## config.mk

```make
export PLATFORM = sky130hd
export DESIGN_NAME = sr_trig_ctrl
export DESIGN_NICKNAME = d
export VERILOG_FILES = /design/src/hw/sr_trig_pkg.sv /design/src/hw/dur_timer.sv /design/src/hw/cross_detect.sv /design/src/hw/sr_trig_ctrl.sv
export SDC_FILE = /design/constraint.sdc
export NUM_CORES = 1
export LEC_CHECK = 0
export BUFFER_PORTS_ARGS = -buffer_cell sky130_fd_sc_hd__buf_2
export CORE_MARGIN = 3
export CORE_UTILIZATION = 50
export DETAILED_ROUTE_END_ITERATION = 10
export GPL_TIMING_DRIVEN = 0
export PLACE_DENSITY = 0.64
export SLEW_MARGIN = 20
export SYNTH_ARGS = -nofsm -noshare
export SYNTH_HDL_FRONTEND = slang
export SYNTH_SLANG_ARGS = --single-unit
```

## constraint.sdc

```tcl
create_clock -name clk_sys_i -period 2.05 [get_ports clk_sys_i]
set_input_delay 0.3075 -clock clk_sys_i [delete_from_list [all_inputs] [get_ports clk_sys_i]]
set_output_delay 0.3075 -clock clk_sys_i [all_outputs]
set_load 0.1 [all_outputs]
```

## src/hw/sr_trig_pkg.sv

```systemverilog
// Purpose: Shared constants for the rectifier trigger and disable control
// Assumes: Single 10 MHz timing clock, all durations held as cycle counts
// Notes:   Least times round up, recovery alone rounds down
package sr_trig_pkg;

  localparam int unsigned CLK_PERIOD_NS = 100;
  localparam int unsigned TMR_W         = 16;

  // Durations in ns, as plain defaults
  localparam int unsigned BLANK_NS      = 300;
  localparam int unsigned MIN_ON_NS     = 500;
  localparam int unsigned MIN_OFF_NS    = 1000;
  localparam int unsigned DIS_ENTRY_NS  = 10000;
  localparam int unsigned DIS_EXIT_NS   = 2000;
  localparam int unsigned RECOVERY_NS   = 5000;

  // Cycle counts derived from the clock period
  localparam logic [TMR_W-1:0] BLANK_CYC     = TMR_W'((BLANK_NS + CLK_PERIOD_NS - 1) / CLK_PERIOD_NS);
  localparam logic [TMR_W-1:0] MIN_ON_CYC    = TMR_W'((MIN_ON_NS + CLK_PERIOD_NS - 1) / CLK_PERIOD_NS);
  localparam logic [TMR_W-1:0] MIN_OFF_CYC   = TMR_W'((MIN_OFF_NS + CLK_PERIOD_NS - 1) / CLK_PERIOD_NS);
  localparam logic [TMR_W-1:0] DIS_ENTRY_CYC = TMR_W'((DIS_ENTRY_NS + CLK_PERIOD_NS - 1) / CLK_PERIOD_NS);
  localparam logic [TMR_W-1:0] DIS_EXIT_CYC  = TMR_W'((DIS_EXIT_NS + CLK_PERIOD_NS - 1) / CLK_PERIOD_NS);
  localparam logic [TMR_W-1:0] RECOVERY_CYC  = TMR_W'(RECOVERY_NS / CLK_PERIOD_NS);

  // Timer slots
  localparam int unsigned NUM_TMR   = 6;
  localparam int unsigned T_BLANK   = 0;
  localparam int unsigned T_MIN_ON  = 1;
  localparam int unsigned T_MIN_OFF = 2;
  localparam int unsigned T_DIS_IN  = 3;
  localparam int unsigned T_DIS_OUT = 4;
  localparam int unsigned T_RECOVER = 5;

  typedef enum logic [2:0] {
    ST_RECOVER  = 3'h0,
    ST_WAIT_OFF = 3'h1,
    ST_ARMED    = 3'h2,
    ST_ON       = 3'h3,
    ST_DISABLE  = 3'h4
  } ctrl_state_t;

endpackage : sr_trig_pkg

```

## src/hw/dur_timer.sv

```systemverilog
// Purpose: Up counter that flags a completed duration
// Assumes: clear_i has priority over run_i
// Notes:   done_o stays high until cleared; the count saturates
`timescale 1ns/1ps
module dur_timer (
  input  wire logic                          clk_sys_i,
  input  wire logic                          rst_i,
  input  wire logic                          clear_i,
  input  wire logic                          run_i,
  input  wire logic [sr_trig_pkg::TMR_W-1:0] len_i,
  output logic                               done_o
);

  logic [sr_trig_pkg::TMR_W-1:0] cnt_q;

  always_ff @(posedge clk_sys_i) begin
    if (rst_i || clear_i) begin
      cnt_q <= '0;
    end else if (run_i && (cnt_q < len_i)) begin
      cnt_q <= cnt_q + 1'b1;
    end
  end

  assign done_o = (cnt_q >= len_i);

endmodule : dur_timer

```

## src/hw/cross_detect.sv

```systemverilog
// Purpose: Flags rising and falling crossings of a comparator result
// Assumes: Input is already on the system clock
// Notes:   Previous value resets low, so a level high at reset reads as a rise
`timescale 1ns/1ps
module cross_detect (
  input  wire logic clk_sys_i,
  input  wire logic rst_i,
  input  wire logic level_i,
  output logic      rise_o,
  output logic      fall_o
);

  logic prev_q;

  always_ff @(posedge clk_sys_i) begin
    if (rst_i) begin
      prev_q <= 1'b0;
    end else begin
      prev_q <= level_i;
    end
  end

  assign rise_o = level_i && !prev_q;
  assign fall_o = !level_i && prev_q;

endmodule : cross_detect

```

## src/hw/sr_trig_ctrl.sv

```systemverilog
// Purpose: Gate drive decision from trigger/disable input and sense comparators
// Assumes: Comparator results arrive on clk_sys_i; analog paths live outside
// Notes:   Each decision lands one clock after its cause
// Notes on behaviour
// - High trigger forces drive off or blocks it
// - Trigger ignored for blank time after turn-on
// - Outside blanking, trigger beats sense input
// - Trigger high past entry time enters disable
// - Turn-on only on sense fall, trigger low
// - Trigger high at crossing keeps drive off
// - At blank end, trigger high ends drive
// - Narrow trigger pulse keeps full blank on-time
// - Trigger after blank overrides minimum on-time
// - Sense turn-off ends drive after minimum on
// - Early sense turn-off waits for minimum on
// - Trigger turn-off needs full rearmed minimum off
// - Drive low throughout disable mode
// - After recovery, full minimum off, then crossing
// - Drive low throughout recovery interval
// - Recovery completes even if trigger returns high
// - Sense fall below turn-on starts drive
// - Minimum off restarts on every rearm ringing
`timescale 1ns/1ps
module sr_trig_ctrl #(
  parameter logic [sr_trig_pkg::TMR_W-1:0] BLANK_LEN     = sr_trig_pkg::BLANK_CYC,
  parameter logic [sr_trig_pkg::TMR_W-1:0] MIN_ON_LEN    = sr_trig_pkg::MIN_ON_CYC,
  parameter logic [sr_trig_pkg::TMR_W-1:0] MIN_OFF_LEN   = sr_trig_pkg::MIN_OFF_CYC,
  parameter logic [sr_trig_pkg::TMR_W-1:0] DIS_ENTRY_LEN = sr_trig_pkg::DIS_ENTRY_CYC,
  parameter logic [sr_trig_pkg::TMR_W-1:0] DIS_EXIT_LEN  = sr_trig_pkg::DIS_EXIT_CYC,
  parameter logic [sr_trig_pkg::TMR_W-1:0] RECOVERY_LEN  = sr_trig_pkg::RECOVERY_CYC
) (
  input  wire logic clk_sys_i,
  input  wire logic rst_i,
  input  wire logic trigger_disable_i,
  input  wire logic sense_below_on_i,
  input  wire logic sense_above_off_i,
  input  wire logic sense_above_rearm_i,
  output logic      gate_drive_o,
  output logic      disable_mode_o,
  output logic      recovering_o,
  output logic      armed_o
);

  // Timer bank wiring
  logic [sr_trig_pkg::NUM_TMR-1:0]                         tmr_run;
  logic [sr_trig_pkg::NUM_TMR-1:0]                         tmr_clr;
  logic [sr_trig_pkg::NUM_TMR-1:0]                         tmr_done;
  logic [sr_trig_pkg::NUM_TMR-1:0][sr_trig_pkg::TMR_W-1:0] tmr_len;

  sr_trig_pkg::ctrl_state_t state_q;
  sr_trig_pkg::ctrl_state_t state_d;

  logic drive_q;
  logic disable_q;
  logic recover_q;
  logic armed_q;
  logic early_off_q;
  logic on_fall;
  logic on_release;

  // Comparator flags used directly; they are clocked by the sense front end
  logic trig;
  assign trig = trigger_disable_i;

  // Timer lengths, all tunable from the top
  assign tmr_len[sr_trig_pkg::T_BLANK]   = BLANK_LEN;
  assign tmr_len[sr_trig_pkg::T_MIN_ON]  = MIN_ON_LEN;
  assign tmr_len[sr_trig_pkg::T_MIN_OFF] = MIN_OFF_LEN;
  assign tmr_len[sr_trig_pkg::T_DIS_IN]  = DIS_ENTRY_LEN;
  assign tmr_len[sr_trig_pkg::T_DIS_OUT] = DIS_EXIT_LEN;
  assign tmr_len[sr_trig_pkg::T_RECOVER] = RECOVERY_LEN;

  // Blank and minimum on both count from the first drive cycle
  assign tmr_run[sr_trig_pkg::T_BLANK]   = (state_q == sr_trig_pkg::ST_ON);
  assign tmr_clr[sr_trig_pkg::T_BLANK]   = (state_q != sr_trig_pkg::ST_ON);
  assign tmr_run[sr_trig_pkg::T_MIN_ON]  = (state_q == sr_trig_pkg::ST_ON);
  assign tmr_clr[sr_trig_pkg::T_MIN_ON]  = (state_q != sr_trig_pkg::ST_ON);

  // Minimum off runs only above rearm; dropping below restarts it
  assign tmr_run[sr_trig_pkg::T_MIN_OFF] = (state_q == sr_trig_pkg::ST_WAIT_OFF) && sense_above_rearm_i;
  assign tmr_clr[sr_trig_pkg::T_MIN_OFF] = (state_q != sr_trig_pkg::ST_WAIT_OFF) ||
                                           !sense_above_rearm_i;

  // Entry counts consecutive high trigger cycles, even during blanking
  assign tmr_run[sr_trig_pkg::T_DIS_IN]  = trig;
  assign tmr_clr[sr_trig_pkg::T_DIS_IN]  = !trig || (state_q == sr_trig_pkg::ST_DISABLE) ||
                                           (state_q == sr_trig_pkg::ST_RECOVER);

  // Exit counts consecutive low trigger cycles while disabled
  assign tmr_run[sr_trig_pkg::T_DIS_OUT] = (state_q == sr_trig_pkg::ST_DISABLE) && !trig;
  assign tmr_clr[sr_trig_pkg::T_DIS_OUT] = (state_q != sr_trig_pkg::ST_DISABLE) || trig;

  // Recovery ignores the trigger once started
  assign tmr_run[sr_trig_pkg::T_RECOVER] = (state_q == sr_trig_pkg::ST_RECOVER);
  assign tmr_clr[sr_trig_pkg::T_RECOVER] = (state_q != sr_trig_pkg::ST_RECOVER);

  genvar gi;
  generate
    for (gi = 0; gi < sr_trig_pkg::NUM_TMR; gi++) begin : g_tmr
      dur_timer u_tmr (
        .clk_sys_i (clk_sys_i),
        .rst_i     (rst_i),
        .clear_i   (tmr_clr[gi]),
        .run_i     (tmr_run[gi]),
        .len_i     (tmr_len[gi]),
        .done_o    (tmr_done[gi])
      );
    end
  endgenerate

  // Falling sense crossing below turn-on level
  cross_detect u_on_cross (
    .clk_sys_i (clk_sys_i),
    .rst_i     (rst_i),
    .level_i   (sense_below_on_i),
    .rise_o    (on_fall),
    .fall_o    ()
  );

  // Sense-based release once minimum on has run
  assign on_release = (sense_above_off_i || early_off_q) && tmr_done[sr_trig_pkg::T_MIN_ON];

  always_comb begin
    state_d = state_q;
    unique case (state_q)
      sr_trig_pkg::ST_RECOVER: begin
        if (tmr_done[sr_trig_pkg::T_RECOVER]) begin
          state_d = sr_trig_pkg::ST_WAIT_OFF;
        end
      end
      sr_trig_pkg::ST_WAIT_OFF: begin
        if (tmr_done[sr_trig_pkg::T_DIS_IN]) begin
          state_d = sr_trig_pkg::ST_DISABLE;
        end else if (tmr_done[sr_trig_pkg::T_MIN_OFF]) begin
          state_d = sr_trig_pkg::ST_ARMED;
        end
      end
      sr_trig_pkg::ST_ARMED: begin
        if (tmr_done[sr_trig_pkg::T_DIS_IN]) begin
          state_d = sr_trig_pkg::ST_DISABLE;
        end else if (on_fall && !trig) begin
          state_d = sr_trig_pkg::ST_ON;
        end
        // Crossing with trigger high is dropped, next one needed
      end
      sr_trig_pkg::ST_ON: begin
        if (tmr_done[sr_trig_pkg::T_DIS_IN]) begin
          state_d = sr_trig_pkg::ST_DISABLE;
        end else if (tmr_done[sr_trig_pkg::T_BLANK] && trig) begin
          state_d = sr_trig_pkg::ST_WAIT_OFF;
        end else if (!trig && on_release) begin
          state_d = sr_trig_pkg::ST_WAIT_OFF;
        end
        // Inside blanking the trigger is not looked at
      end
      sr_trig_pkg::ST_DISABLE: begin
        if (tmr_done[sr_trig_pkg::T_DIS_OUT]) begin
          state_d = sr_trig_pkg::ST_RECOVER;
        end
      end
      default: begin
        state_d = sr_trig_pkg::ST_WAIT_OFF;
      end
    endcase
  end

  // Power-up lands in the off-time wait, as after recovery ends
  always_ff @(posedge clk_sys_i) begin
    if (rst_i) begin
      state_q <= sr_trig_pkg::ST_WAIT_OFF;
    end else begin
      state_q <= state_d;
    end
  end

  // Early sense turn-off is remembered until minimum on ends
  always_ff @(posedge clk_sys_i) begin
    if (rst_i) begin
      early_off_q <= 1'b0;
    end else if (state_d != sr_trig_pkg::ST_ON) begin
      early_off_q <= 1'b0;
    end else if (state_q == sr_trig_pkg::ST_ON && sense_above_off_i) begin
      early_off_q <= 1'b1;
    end
  end

  // Drive follows the next state so it changes with the state itself
  always_ff @(posedge clk_sys_i) begin
    if (rst_i) begin
      drive_q <= 1'b0;
    end else begin
      drive_q <= (state_d == sr_trig_pkg::ST_ON);
    end
  end

  always_ff @(posedge clk_sys_i) begin
    if (rst_i) begin
      disable_q <= 1'b0;
      recover_q <= 1'b0;
      armed_q   <= 1'b0;
    end else begin
      disable_q <= (state_d == sr_trig_pkg::ST_DISABLE);
      recover_q <= (state_d == sr_trig_pkg::ST_RECOVER);
      armed_q   <= (state_d == sr_trig_pkg::ST_ARMED) || (state_d == sr_trig_pkg::ST_ON);
    end
  end

  assign gate_drive_o   = drive_q;
  assign disable_mode_o = disable_q;
  assign recovering_o   = recover_q;
  assign armed_o        = armed_q;

  // Checks on the control decisions

  disable_low_a: assert property (@(posedge clk_sys_i) disable iff (rst_i)
    (state_q == sr_trig_pkg::ST_DISABLE) |-> !gate_drive_o && disable_mode_o)
    else $error("drive high in disable mode");

  recover_low_a: assert property (@(posedge clk_sys_i) disable iff (rst_i)
    (state_q == sr_trig_pkg::ST_RECOVER && !tmr_done[sr_trig_pkg::T_RECOVER])
    |=> (state_q == sr_trig_pkg::ST_RECOVER) && !gate_drive_o)
    else $error("recovery left early or drive high");

  recover_hold_a: assert property (@(posedge clk_sys_i) disable iff (rst_i)
    $rose(recovering_o) |-> recovering_o [*2] ##0 !disable_mode_o)
    else $error("recovery interrupted");

  blank_hold_a: assert property (@(posedge clk_sys_i) disable iff (rst_i)
    (state_q == sr_trig_pkg::ST_ON && !tmr_done[sr_trig_pkg::T_BLANK] && !tmr_done[sr_trig_pkg::T_DIS_IN]
     && !tmr_done[sr_trig_pkg::T_MIN_ON]) |=> gate_drive_o)
    else $error("drive dropped inside blanking");

  trig_off_a: assert property (@(posedge clk_sys_i) disable iff (rst_i)
    (state_q == sr_trig_pkg::ST_ON && tmr_done[sr_trig_pkg::T_BLANK] && trigger_disable_i)
    |=> !gate_drive_o ##1 !gate_drive_o)
    else $error("trigger did not end drive");

  crossing_on_a: assert property (@(posedge clk_sys_i) disable iff (rst_i)
    $rose(gate_drive_o) |-> $past(on_fall) && !$past(trigger_disable_i)
                            && $past(state_q == sr_trig_pkg::ST_ARMED))
    else $error("drive rose without clean crossing");

  trig_block_a: assert property (@(posedge clk_sys_i) disable iff (rst_i)
    (state_q == sr_trig_pkg::ST_ARMED && on_fall && trigger_disable_i) |=> !gate_drive_o)
    else $error("drive rose with trigger high");

  sense_off_a: assert property (@(posedge clk_sys_i) disable iff (rst_i)
    (state_q == sr_trig_pkg::ST_ON && !trigger_disable_i && sense_above_off_i
     && tmr_done[sr_trig_pkg::T_MIN_ON]) |=> !gate_drive_o)
    else $error("sense turn-off ignored");

  min_on_hold_a: assert property (@(posedge clk_sys_i) disable iff (rst_i)
    (state_q == sr_trig_pkg::ST_ON && !trigger_disable_i && !tmr_done[sr_trig_pkg::T_MIN_ON])
    |=> gate_drive_o)
    else $error("drive dropped before minimum on");

  off_wait_a: assert property (@(posedge clk_sys_i) disable iff (rst_i)
    (state_q == sr_trig_pkg::ST_WAIT_OFF && !tmr_done[sr_trig_pkg::T_MIN_OFF]) |=> !gate_drive_o)
    else $error("drive before full minimum off");

  rearm_restart_a: assert property (@(posedge clk_sys_i) disable iff (rst_i)
    (state_q == sr_trig_pkg::ST_WAIT_OFF && !sense_above_rearm_i && MIN_OFF_LEN != '0)
    |=> !tmr_done[sr_trig_pkg::T_MIN_OFF])
    else $error("minimum off not restarted by ringing");

  disable_entry_a: assert property (@(posedge clk_sys_i) disable iff (rst_i)
    (tmr_done[sr_trig_pkg::T_DIS_IN] && state_q != sr_trig_pkg::ST_DISABLE
     && state_q != sr_trig_pkg::ST_RECOVER) |=> disable_mode_o && !gate_drive_o)
    else $error("disable mode not entered");

  rst_outputs_a: assert property (@(posedge clk_sys_i)
    $fell(rst_i)
    |-> !gate_drive_o && !armed_o && !disable_mode_o && !recovering_o)
    else $error("outputs not idle after reset");

  rst_state_a: assert property (@(posedge clk_sys_i)
    rst_i
    |=> (state_q == sr_trig_pkg::ST_WAIT_OFF))
    else $error("reset did not land in off wait");

  blank_end_a: assert property (@(posedge clk_sys_i) disable iff (rst_i)
    (state_q == sr_trig_pkg::ST_ON && tmr_done[sr_trig_pkg::T_BLANK] && !trigger_disable_i
     && !on_release && !tmr_done[sr_trig_pkg::T_DIS_IN])
    |=> gate_drive_o)
    else $error("drive dropped with trigger low");

  disable_stay_a: assert property (@(posedge clk_sys_i) disable iff (rst_i)
    (state_q == sr_trig_pkg::ST_DISABLE && !tmr_done[sr_trig_pkg::T_DIS_OUT])
    |=> (state_q == sr_trig_pkg::ST_DISABLE) && !gate_drive_o)
    else $error("disable mode left early");

  exit_start_a: assert property (@(posedge clk_sys_i) disable iff (rst_i)
    (state_q == sr_trig_pkg::ST_DISABLE && tmr_done[sr_trig_pkg::T_DIS_OUT])
    |=> recovering_o && !disable_mode_o)
    else $error("recovery not started");

  recover_end_a: assert property (@(posedge clk_sys_i) disable iff (rst_i)
    (state_q == sr_trig_pkg::ST_RECOVER && tmr_done[sr_trig_pkg::T_RECOVER])
    |=> (state_q == sr_trig_pkg::ST_WAIT_OFF) && !recovering_o)
    else $error("recovery did not end");

  arm_after_off_a: assert property (@(posedge clk_sys_i) disable iff (rst_i)
    (state_q == sr_trig_pkg::ST_WAIT_OFF && tmr_done[sr_trig_pkg::T_MIN_OFF]
     && !tmr_done[sr_trig_pkg::T_DIS_IN])
    |=> armed_o && !gate_drive_o)
    else $error("not armed after minimum off");

  armed_wait_a: assert property (@(posedge clk_sys_i) disable iff (rst_i)
    (state_q == sr_trig_pkg::ST_ARMED && !on_fall && !tmr_done[sr_trig_pkg::T_DIS_IN])
    |=> armed_o && !gate_drive_o)
    else $error("drive without crossing");

  early_release_a: assert property (@(posedge clk_sys_i) disable iff (rst_i)
    (state_q == sr_trig_pkg::ST_ON && early_off_q && !trigger_disable_i
     && tmr_done[sr_trig_pkg::T_MIN_ON] && !tmr_done[sr_trig_pkg::T_DIS_IN])
    |=> !gate_drive_o)
    else $error("early turn-off not released");

  mode_excl_a: assert property (@(posedge clk_sys_i) disable iff (rst_i)
    recovering_o
    |-> !disable_mode_o && !gate_drive_o && !armed_o)
    else $error("recovery flags inconsistent");

  ring_block_a: assert property (@(posedge clk_sys_i) disable iff (rst_i)
    (state_q == sr_trig_pkg::ST_WAIT_OFF && !sense_above_rearm_i && !tmr_done[sr_trig_pkg::T_MIN_OFF])
    |=> !armed_o)
    else $error("armed during ringing");

  trig_refuse_a: assert property (@(posedge clk_sys_i) disable iff (rst_i)
    (state_q == sr_trig_pkg::ST_ARMED && trigger_disable_i)
    |=> !gate_drive_o)
    else $error("drive rose with trigger high");

  off_disarm_a: assert property (@(posedge clk_sys_i) disable iff (rst_i)
    $fell(gate_drive_o)
    |-> !armed_o)
    else $error("still armed after turn-off");

endmodule : sr_trig_ctrl

```

==> results of run 1 <==
final timing paths:
check,startpoint,end,slack [ps],cells after the start
worst max-delay path,g_tmr[1].u_tmr.cnt_q[4],recovering_o,100,5
worst min-delay path,sense_below_on_i,u_on_cross.prev_q,180,2
worst min register to register,g_tmr[4].u_tmr.cnt_q[9],g_tmr[4].u_tmr.cnt_q[9],470,1
worst max register to register,g_tmr[1].u_tmr.cnt_q[4],recovering_o,100,5
layer usage:
metal	track usage	part of all wire
met2	0.227	0.44
met1	0.192	0.52
met4	0.0549	0.0097
met3	0.0523	0.031
met5	0	0
cell families after synthesis:
| logic type | after synthesis |
|---|---|
| flip-flops | 105 |
| buffers and inverters | 24 |
| adder cells (fa/ha/maj) | 12 |
| multiplexers | 2 |
| XOR/XNOR | 17 |
| AO/OA/AOI/OAI | 29 |
| AND/OR/NAND/NOR | 185 |
power by group:
group | switching (mW) | internal (mW)
Sequential | 0.00316 | 2.04
Combinational | 0.0296 | 0.0169
Clock | 0.665 | 0.725
Total | 0.698 | 2.78
stage by stage:
stage / hold WS (ps) / area, sq um / instances / setup TNS [ps]
6_report: 177 / 4210 / 498 / 0
3_5_place_dp: 445 / 3970 / 482 / 0
4_1_cts: 156 / 4200 / 498 / 0
5_1_grt: 174 / 4210 / 498 / -1.00
2_1_floorplan: 419 / 3800 / 374 / 0
3_3_place_gp: 435 / 3970 / 482 / 0
flip-flops by register name (all words and copies together), names as in the netlist:
register,cells
armed_o,1
disable_mode_o,1
g_tmr.u_tmr.cnt_q,96
u_on_cross.prev_q,1
early_off_q,1
recovering_o,1
state_q,3
gate_drive_o,1
what timing repair did:
action / 4_1_cts / 5_1_grt
buffers inserted: 0 / 0
gates resized for setup: 0 / 1
endpoints found under the setup margin: 0 / 4
critical path, cell delays in order (launching register included):
cell,delay (ps)
dfxtp_1,320
or4_4,540
a2111oi_4,360
a41o_1,270
a41oi_4,150
and3_2,210
cell usage in the layout (no fill, tap or decap), types with 2 or more instances in the layout:
| cell type | synthesis | routed |
|---|---|---|
| and2_1 | 69 | 69 |
| nor3_1 | 11 | 11 |
| or2_2 | 3 | 3 |
| ha_1 | 12 | 12 |
| a41oi_1 | 2 | 2 |
| nand3b_1 | 2 | 2 |
| nand4_1 | 4 | 4 |
| nand2b_1 | 3 | 3 |
| nand2_1 | 12 | 12 |
| nand3_1 | 8 | 8 |
| and3_2 | 2 | 2 |
| a211oi_1 | 3 | 3 |
| inv_1 | 11 | 11 |
| o31ai_1 | 2 | 2 |
| and3_1 | 4 | 4 |
| clkbuf_8 | 0 | 10 |
| clkbuf_1 | 12 | 12 |
| o21ai_0 | 4 | 4 |
| and4_1 | 2 | 2 |
| mux2i_1 | 2 | 2 |
| xnor2_1 | 8 | 8 |
| xor2_1 | 9 | 9 |
| nor2_1 | 39 | 38 |
| bufinv_16 | 0 | 2 |
| nor4_1 | 16 | 15 |
| buf_2 | 0 | 9 |
| dfxtp_1 | 105 | 105 |
| a21oi_1 | 6 | 6 |
| a31oi_1 | 2 | 2 |
| nor4_2 | 1 | 2 |
final cells by class:
class / instances / area [sq um]
timing repair buffer: 9 / 45.0
tap: 99 / 124
clock inverter: 6 / 90.1
inverter: 11 / 41.3
buffer: 13 / 52.6
sequential: 105 / 2100
multi-input combinational: 245 / 1610
fill: 613 / 3130
clock buffer: 10 / 138
==> summary.txt, run 1 <==
Layout
  – Nets: 412
  – Area growth from synthesis to layout: 10.7%
  – Final core occ: 0.574
  – Share of cells above drive strength 1: 0.100
  – Diode count: 0

Logic synthesis
  – Multiplexer area fraction after synthesis: 0.00527
  – Post-synth top flop: dfxtp_1
  – Post-Synthesis Cells: between 300 and 400
  – Synth cell types: 47
  – Largest family of logic cells by synthesized area: simple AND/OR/NAND/NOR gates
  – Post-Synth Simple-Gate Area: 0.274
  – Post-synth net total: approximately 390
  – Asr flop ratio synth: 0
  – Synth area leader: dfxtp_1
  – XOR/XNOR Fraction of Synth Area: 0.0392
  – Post-Syn Area per Cell: slightly above 10 sq um
  – Syn. warnings: 0
  – Synth Area in Compound Gates: 0.0645
  – FF+latch count, synth: approximately 110
  – Post-synth EDFFs: 0
  – Top post-synthesis cells by area: dfxtp_1 55%, and2_1 11%, ha_1 4.0%
  – Most frequent cell after synthesis: dfxtp_1
  – List of most frequent post-synthesis cells: 105 x dfxtp_1, 69 x and2_1, 39 x nor2_1
  – Synthesized area: around 0.0038 sq mm
  – Synth top area share: 0.553
  – Fraction of the mapped netlist area in adder cells: 0.0395
  – Sequential area share after synthesis: 0.553

STA
  – Post-layout min period: approximately 2000 ps
  – Final Cycle Share: 0.950
  – Final number of setup-violating endpoints: 0
  – Slew headroom: 0.580
  – Worst slew pin tran: 625 ps
  – RSZ-0062 raised after global routing: true
  – FMAX: 513 MHz
  – Clk_skew: between 6 and 7 ps
  – Final worst setup slack: between 100 and 150 ps
  – Max Slew Vio Count: 0
  – Hold Violations, Final: 0

Global routing
  – Vias in the first global route: around 2,300
  – Largest net degree at the start of global routing: 18
  – Antenna violations before repair: 0
  – GR Util All Layers: 0.148
  – Final global-route overflow total: 0
  – First-pass GRT wire length: 10,100 microns

Placed design
  – IO Port Bufs: 9
  – Post-DP HPWL: just over 4000 microns
  – Placer's final routability congestion estimate: about 0.8
  – Place WS: 79.8 ps

Floorplan
  – Die ar.: between 0.008 and 0.009 sq mm
  – Cell Rows: 31
  – Die Y: around 93 microns
  – Initial Utilization: 0.518
  – CORE AREA: ~0.0073 sq mm
  – Io pins: 10
  – Die X: approximately 93 microns

Job
  – Max_cap viols: 0

Clocking
  – CTS Buf Count: 9
  – Root Driver: clkbuf_8
  – Clock sinks: between 100 and 150
  – CTS tree: yes
  – Hold buffers post-CTS: 0
  – Clk_lat worst skew: 360 ps
  – Clk buf depth: 2
  – H-tree Lvls: 3
  – Clk slew on worst S/H paths: 90 ps

Setup path
  – Setup CP Type: flip-flop to flip-flop
  – CP endpoint kind: flip-flop
  – Critical path data arrival time: about 2200 ps
  – CP Max Fanout: 5
  – Required time of the critical path: 2300 ps
  – Worst setup SP type: flip-flop

Detailed routing
  – Drt first pass iters: 4
  – DRT iter0 DRCs: between 70 and 80
  – DRC viols: 0
  – DR WL/cell: 11.6 microns
  – Drt total wl: 5800 microns
  – Vias per cell: approximately 4.8
  – Vias: ~2,400
  – DRT antenna net count: 0

Outcome
  – Status: finished clean

Power
  – Max IR drop VDD: a little over 0.0005 V
  – Total Power: about 3.5 mW
  – Pwr/cell area: around 830 mW/mm^2
  – Leakage: between 1.5 and 2 nW

Hold path
  – Hold Path Class: primary input to flip-flop
No activity file was read; power rests on OpenSTA's default activity.
==> inputs of run 2 (changes only) <==
--- a/config.mk
+++ b/config.mk
@@ -6,11 +6,13 @@
 export NUM_CORES = 1
 export LEC_CHECK = 0
 export BUFFER_PORTS_ARGS = -buffer_cell sky130_fd_sc_hd__buf_2
+export CELL_PAD_IN_SITES_DETAIL_PLACEMENT = 1
+export CELL_PAD_IN_SITES_GLOBAL_PLACEMENT = 1
 export CORE_MARGIN = 3
-export CORE_UTILIZATION = 50
+export CORE_UTILIZATION = 48
 export DETAILED_ROUTE_END_ITERATION = 10
 export GPL_TIMING_DRIVEN = 0
-export PLACE_DENSITY = 0.64
+export PLACE_DENSITY = 0.75
 export SLEW_MARGIN = 20
 export SYNTH_ARGS = -nofsm -noshare
 export SYNTH_HDL_FRONTEND = slang
==> run 2 against run 1 <==
  * Total power is 2.2% lower
  * Combinational power is 4.3% higher
  * Sequential cell count stayed put
  * Non-clock buffer count stayed put
  * Highest routed layer unchanged
==> summary.txt, run 2 (synthesis results as in run 1) <==
Detailed routing
  – DRT iter0 DRCs: 80
  – Drt total wl: around 6700 microns
  – DRC viols: 0
  – DR WL/cell: roughly 14 microns
  – Vias: 2,536
  – Vias per cell: between 5 and 6
  – Drt first pass iters: 2
  – DRT antenna net count: 0

Clocking
  – Clk_lat worst skew: 360 ps
  – CTS tree: yes
  – Root Driver: clkbuf_8
  – Clk buf depth: 2
  – Clock sinks: approximately 110
  – CTS Buf Count: 9
  – Hold buffers post-CTS: 0
  – H-tree Lvls: 3
  – Clk slew on worst S/H paths: around 90 ps

Global routing
  – Final global-route overflow total: 0
  – Vias in the first global route: about 2,600
  – Largest net degree at the start of global routing: 16
  – First-pass GRT wire length: 11,700 microns
  – GR Util All Layers: 0.168
  – Antenna violations before repair: 0

STA
  – Final Cycle Share: 0.910
  – FMAX: 536 MHz
  – Post-layout min period: between 1500 and 2000 ps
  – Setup TNS: 0 ps
  – Hold Violations, Final: 0
  – Worst slew pin tran: 646 ps
  – Clk_skew: 8.38 ps
  – Slew headroom: 0.566
  – RSZ-0062 raised after global routing: false
  – Max Slew Vio Count: 0
  – Final number of setup-violating endpoints: 0

Power
  – Pwr/cell area: 814 mW/mm^2
  – Leakage: approximately 1.7 nW
  – Max IR drop VDD: 0.000357 V

Layout
  – Share of cells above drive strength 1: 0.0957
  – Most frequent cells in the layout: 105 x dfxtp_1, 69 x and2_1, 37 x nor2_1, 15 x nor4_1, 14 x clkbuf_1
  – Most flops, register: g_tmr.u_tmr.cnt_q
  – Nets: slightly above 400
  – Final core occ: 0.562
  – Leading cell type in the layout, fill and taps excluded: dfxtp_1
  – Diode count: 0
  – Area growth from synthesis to layout: 10.1%
  – Max reg flops: between 90 and 100
  – Regs by FF count: g_tmr.u_tmr.cnt_q: 96 flops, state_q: 3 flops

Floorplan
  – Cell Rows: 31
  – Io pins: 10
  – Die Y: around 95 microns
  – Die X: 95.0 microns
  – Die ar.: between 0.009 and 0.01 sq mm
  – Initial Utilization: 0.510
  – CORE AREA: around 0.0074 sq mm

Setup path
  – Worst setup path start: g_tmr[2].u_tmr.cnt_q[7]
  – Critical path data arrival time: between 2000 and 2500 ps
  – Setup CP Type: flip-flop to flip-flop
  – Required time of the critical path: ~2300 ps
  – CP endpoint kind: flip-flop
  – Reg2reg start: g_tmr[2].u_tmr.cnt_q[7]
  – CP Max Fanout: 4
  – Worst setup SP type: flip-flop

Outcome
  – Status: finished clean

Hold path
  – Hold Path Class: primary input to flip-flop
  – HP Start: sense_below_on_i

Placed design
  – Post-DP HPWL: roughly 4700 microns
  – IO Port Bufs: 9
  – Placer's final routability congestion estimate: roughly 0.74

Job
  – Max_cap viols: 0
[run 2: timing repair]
action                                  in CTS  in global routing
gates resized for setup                      0                  4
endpoints found under the setup margin       0                 29
buffers inserted                             0                  0
[run 2: metal layers]
layer,vias to the layer above,global-route usage,part of all wire
li1,1300,-,-
met1,1212,0.211,0.49
met2,17,0.268,0.46
met3,7,0.0598,0.034
met4,0,0.0577,0.015
met5,-,0,0
[run 2: where the power goes]
group	switching [mW]	total, mW	internal (mW)
clock	0.636	1.31	0.676
combinational	0.0314	0.0485	0.0171
sequential	0.00315	2.04	2.04
[run 2: critical path, stage by stage, from the launching register on]
cell and delay [ps]:
dfxtp_1 320, nor4_1 410, and3_1 330, a31oi_1 140, o31a_1 360, and3_2 200
[run 2: final timing paths]
kind                         endpoint  slack (ps)  cells after the start
min                 u_on_cross.prev_q         180                      2
max reg2reg              recovering_o         180                      5
max                      recovering_o         180                      5
min reg2reg  g_tmr[4].u_tmr.cnt_q[12]         470                      1
[run 2: final cells by class]
| class | instances | area (sq um) |
|---|---|---|
| Buffer | 13 | 52.6 |
| Clock buffer | 11 | 131 |
| Clock inverter | 3 | 67.6 |
| Fill cell | 855 | 3260 |
| Inverter | 11 | 41.3 |
| Multi-Input combinational cell | 245 | 1620 |
| Sequential cell | 105 | 2100 |
| Tap cell | 99 | 124 |
| Timing Repair Buffer | 9 | 45.0 |
[run 2: through the flow]
step	cells	hold slack, ps	setup slack (ps)	area [sq um]	power, mW
finish	496	184	184	4190	3.41
global route	496	203	15.9	4190	3.56
CTS	496	170	47.1	4170	3.45
detailed placement	482	446	59.7	3970	2.14
global placement	482	435	112	3970	2.14
floorplan	374	419	201	3800	2.12
==> inputs of run 3 (changes only) <==
--- a/config.mk
+++ b/config.mk
@@ -9,10 +9,10 @@
 export CELL_PAD_IN_SITES_DETAIL_PLACEMENT = 1
 export CELL_PAD_IN_SITES_GLOBAL_PLACEMENT = 1
 export CORE_MARGIN = 3
-export CORE_UTILIZATION = 48
+export CORE_UTILIZATION = 50
 export DETAILED_ROUTE_END_ITERATION = 10
 export GPL_TIMING_DRIVEN = 0
-export PLACE_DENSITY = 0.75
+export PLACE_DENSITY = 0.78
 export SLEW_MARGIN = 20
 export SYNTH_ARGS = -nofsm -noshare
 export SYNTH_HDL_FRONTEND = slang
==> constraint.sdc (replaced) <==
create_clock -name clk_sys_i -period 2.2 [get_ports clk_sys_i]
set_input_delay 0.33 -clock clk_sys_i [delete_from_list [all_inputs] [get_ports clk_sys_i]]
set_output_delay 0.33 -clock clk_sys_i [all_outputs]
set_load 0.1 [all_outputs]
==> run 3 against run 2 <==
  * Design area is 0.27% higher
  * Critical endpoint is now early_off_q
  * Highest routed layer unchanged
  * Critical path type unchanged
  * Worst hold slack better by 44 ps
  * Clock power hardly changed
==> summary.txt, run 3 (synthesis results as in run 1) <==
Floorplan
  – Cell Rows: 31
  – CORE AREA: about 0.0073 sq mm
  – Die X: 93.2 microns
  – Initial Utilization: 0.518
  – Io pins: 10
  – Die Y: between 90 and 100 microns
  – Die ar.: slightly below 0.009 sq mm

Setup path
  – Slowest stage delay, CP: around 550 ps
  – Critical path's slowest cell: or4_4
  – Setup CP Type: flip-flop to flip-flop
  – CP endpoint kind: flip-flop
  – Critical path data arrival time: between 2000 and 2500 ps
  – CP delay by family, top: simple AND/OR/NAND/NOR gates
  – Worst setup SP type: flip-flop
  – Required time of the critical path: between 2000 and 2500 ps
  – Crit-path cells: or4_4 -> a2111oi_4 -> a41o_1 -> a41oi_4 -> nor4_2
  – CP Max Fanout: 5
  – CP Buf/Inv Count: 0

Power
  – Pwr/cell area: 775 mW/mm^2
  – Max IR drop VDD: 0.000448 V
  – Leakage: 1.69 nW

Placed design
  – Dpl cells: just under 500
  – Post-DP Area: ~0.0040 sq mm
  – Placer's final routability congestion estimate: just under 0.8
  – Post-DP HPWL: 4870 microns
  – IO Port Bufs: 9

STA
  – Post-layout min period: roughly 2000 ps
  – Final number of setup-violating endpoints: 0
  – Hold Violations, Final: 0
  – Max Slew Vio Count: 0
  – RSZ-0062 raised after global routing: false
  – Worst slew pin tran: 650 ps
  – Setup TNS: 0 ps
  – FMAX: between 400 and 500 MHz
  – Slew headroom: 0.563
  – Clk_skew: between 7 and 8 ps
  – Final Cycle Share: 0.917

Layout
  – Most frequent cells in the layout: 105 x dfxtp_1, 69 x and2_1, 39 x nor2_1, 15 x nor4_1, 14 x clkbuf_1
  – Share of cells above drive strength 1: 0.0927
  – Final core occ: 0.572
  – Diode count: 0
  – Regs by FF count: g_tmr.u_tmr.cnt_q: 96 flops, state_q: 3 flops
  – Area growth from synthesis to layout: 10.4%
  – Max reg flops: 96
  – Fin area: about 0.0042 sq mm
  – Final std cells w/o fill: approximately 500
  – Nets: a little over 400
  – Most flops, register: g_tmr.u_tmr.cnt_q
  – Leading cell type in the layout, fill and taps excluded: dfxtp_1

Global routing
  – Antenna violations before repair: 0
  – First-pass GRT wire length: 12,200 microns
  – Largest net degree at the start of global routing: 17
  – Final global-route overflow total: 0
  – Vias in the first global route: 2,711
  – GR Util All Layers: 0.176

Clocking
  – Post-cts sizing count: 0
  – Root Driver: clkbuf_8
  – CTS Buf Count: 9
  – Post-CTS Setup Inserts: 0
  – H-tree Lvls: 3
  – Hold buffers post-CTS: 0
  – CTS tree: yes
  – Clk slew on worst S/H paths: approximately 90 ps
  – Clk buf depth: 2
  – Clock sinks: ~110
  – Clk_lat worst skew: roughly 360 ps

Hold path
  – Hold Path Class: primary input to flip-flop

Job
  – Max_cap viols: 0

Detailed routing
  – Drt total wl: 6860 microns
  – Vias per cell: around 5.1
  – Vias: 2,551
  – DRT iter0 DRCs: 50
  – DRC viols: 0
  – DR WL/cell: ~14 microns
  – DRT antenna net count: 0
  – Drt first pass iters: 4

Outcome
  – Status: finished clean
==> run 3: cell count changes in the layout (fill, tap and decap cells not counted), sizes merged <==
cell,delta
clkinv,+1
clkbuf,+1
==> run 3: metrics by stage <==
| stage | power, mW | setup slack, ps | hold slack, ps |
|---|---|---|---|
| CTS | 3.29 | 168 | 202 |
| detailed placement | 2.00 | 197 | 445 |
| floorplan | 1.98 | 351 | 419 |
| global placement | 1.99 | 247 | 442 |
| finish | 3.25 | 183 | 227 |
| global route | 3.37 | 13.7 | 213 |
==> run 3: layout make-up <==
cell class	count	area, sq um
Buffer	13	52.6
Clock buffer	12	145
Clock inverter	4	76.3
Fill cell	813	3130
Inverter	11	41.3
Multi-Input combinational cell	245	1610
Sequential cell	105	2100
Tap cell	99	124
Timing Repair Buffer	9	45.0
==> run 3: where the power goes <==
group	switching, mW	leakage [nW]	internal [mW]
logic	0.0295	0.740	0.0159
clock network	0.625	0.107	0.675
registers	0.00327	0.846	1.90
total	0.657	1.69	2.59
==> run 3: metal layers <==
metal  GRT usage  part of all wire  vias up
li1            -                 -     1295
met1       0.215              0.48     1230
met2       0.298              0.48       18
met3      0.0515             0.025        8
met4      0.0586             0.014        0
met5           0                 0        -
==> run 3: path summary, 6_finish.rpt <==
path                                 from                      end  slack, ps  depth (start not counted)
setup / recovery  g_tmr[1].u_tmr.cnt_q[4]              early_off_q        180                          5
hold / removal           sense_below_on_i        u_on_cross.prev_q        230                          2
setup reg to reg  g_tmr[1].u_tmr.cnt_q[4]              early_off_q        180                          5
hold reg to reg   g_tmr[4].u_tmr.cnt_q[8]  g_tmr[4].u_tmr.cnt_q[8]        470                          1
==> run 3: worst register-to-register path, stage by stage, from the launching register on <==
cell       delay [ps]
dfxtp_1           320
or4_4             550
a2111oi_4         370
a41o_1            270
a41oi_4           160
nor4_2            260
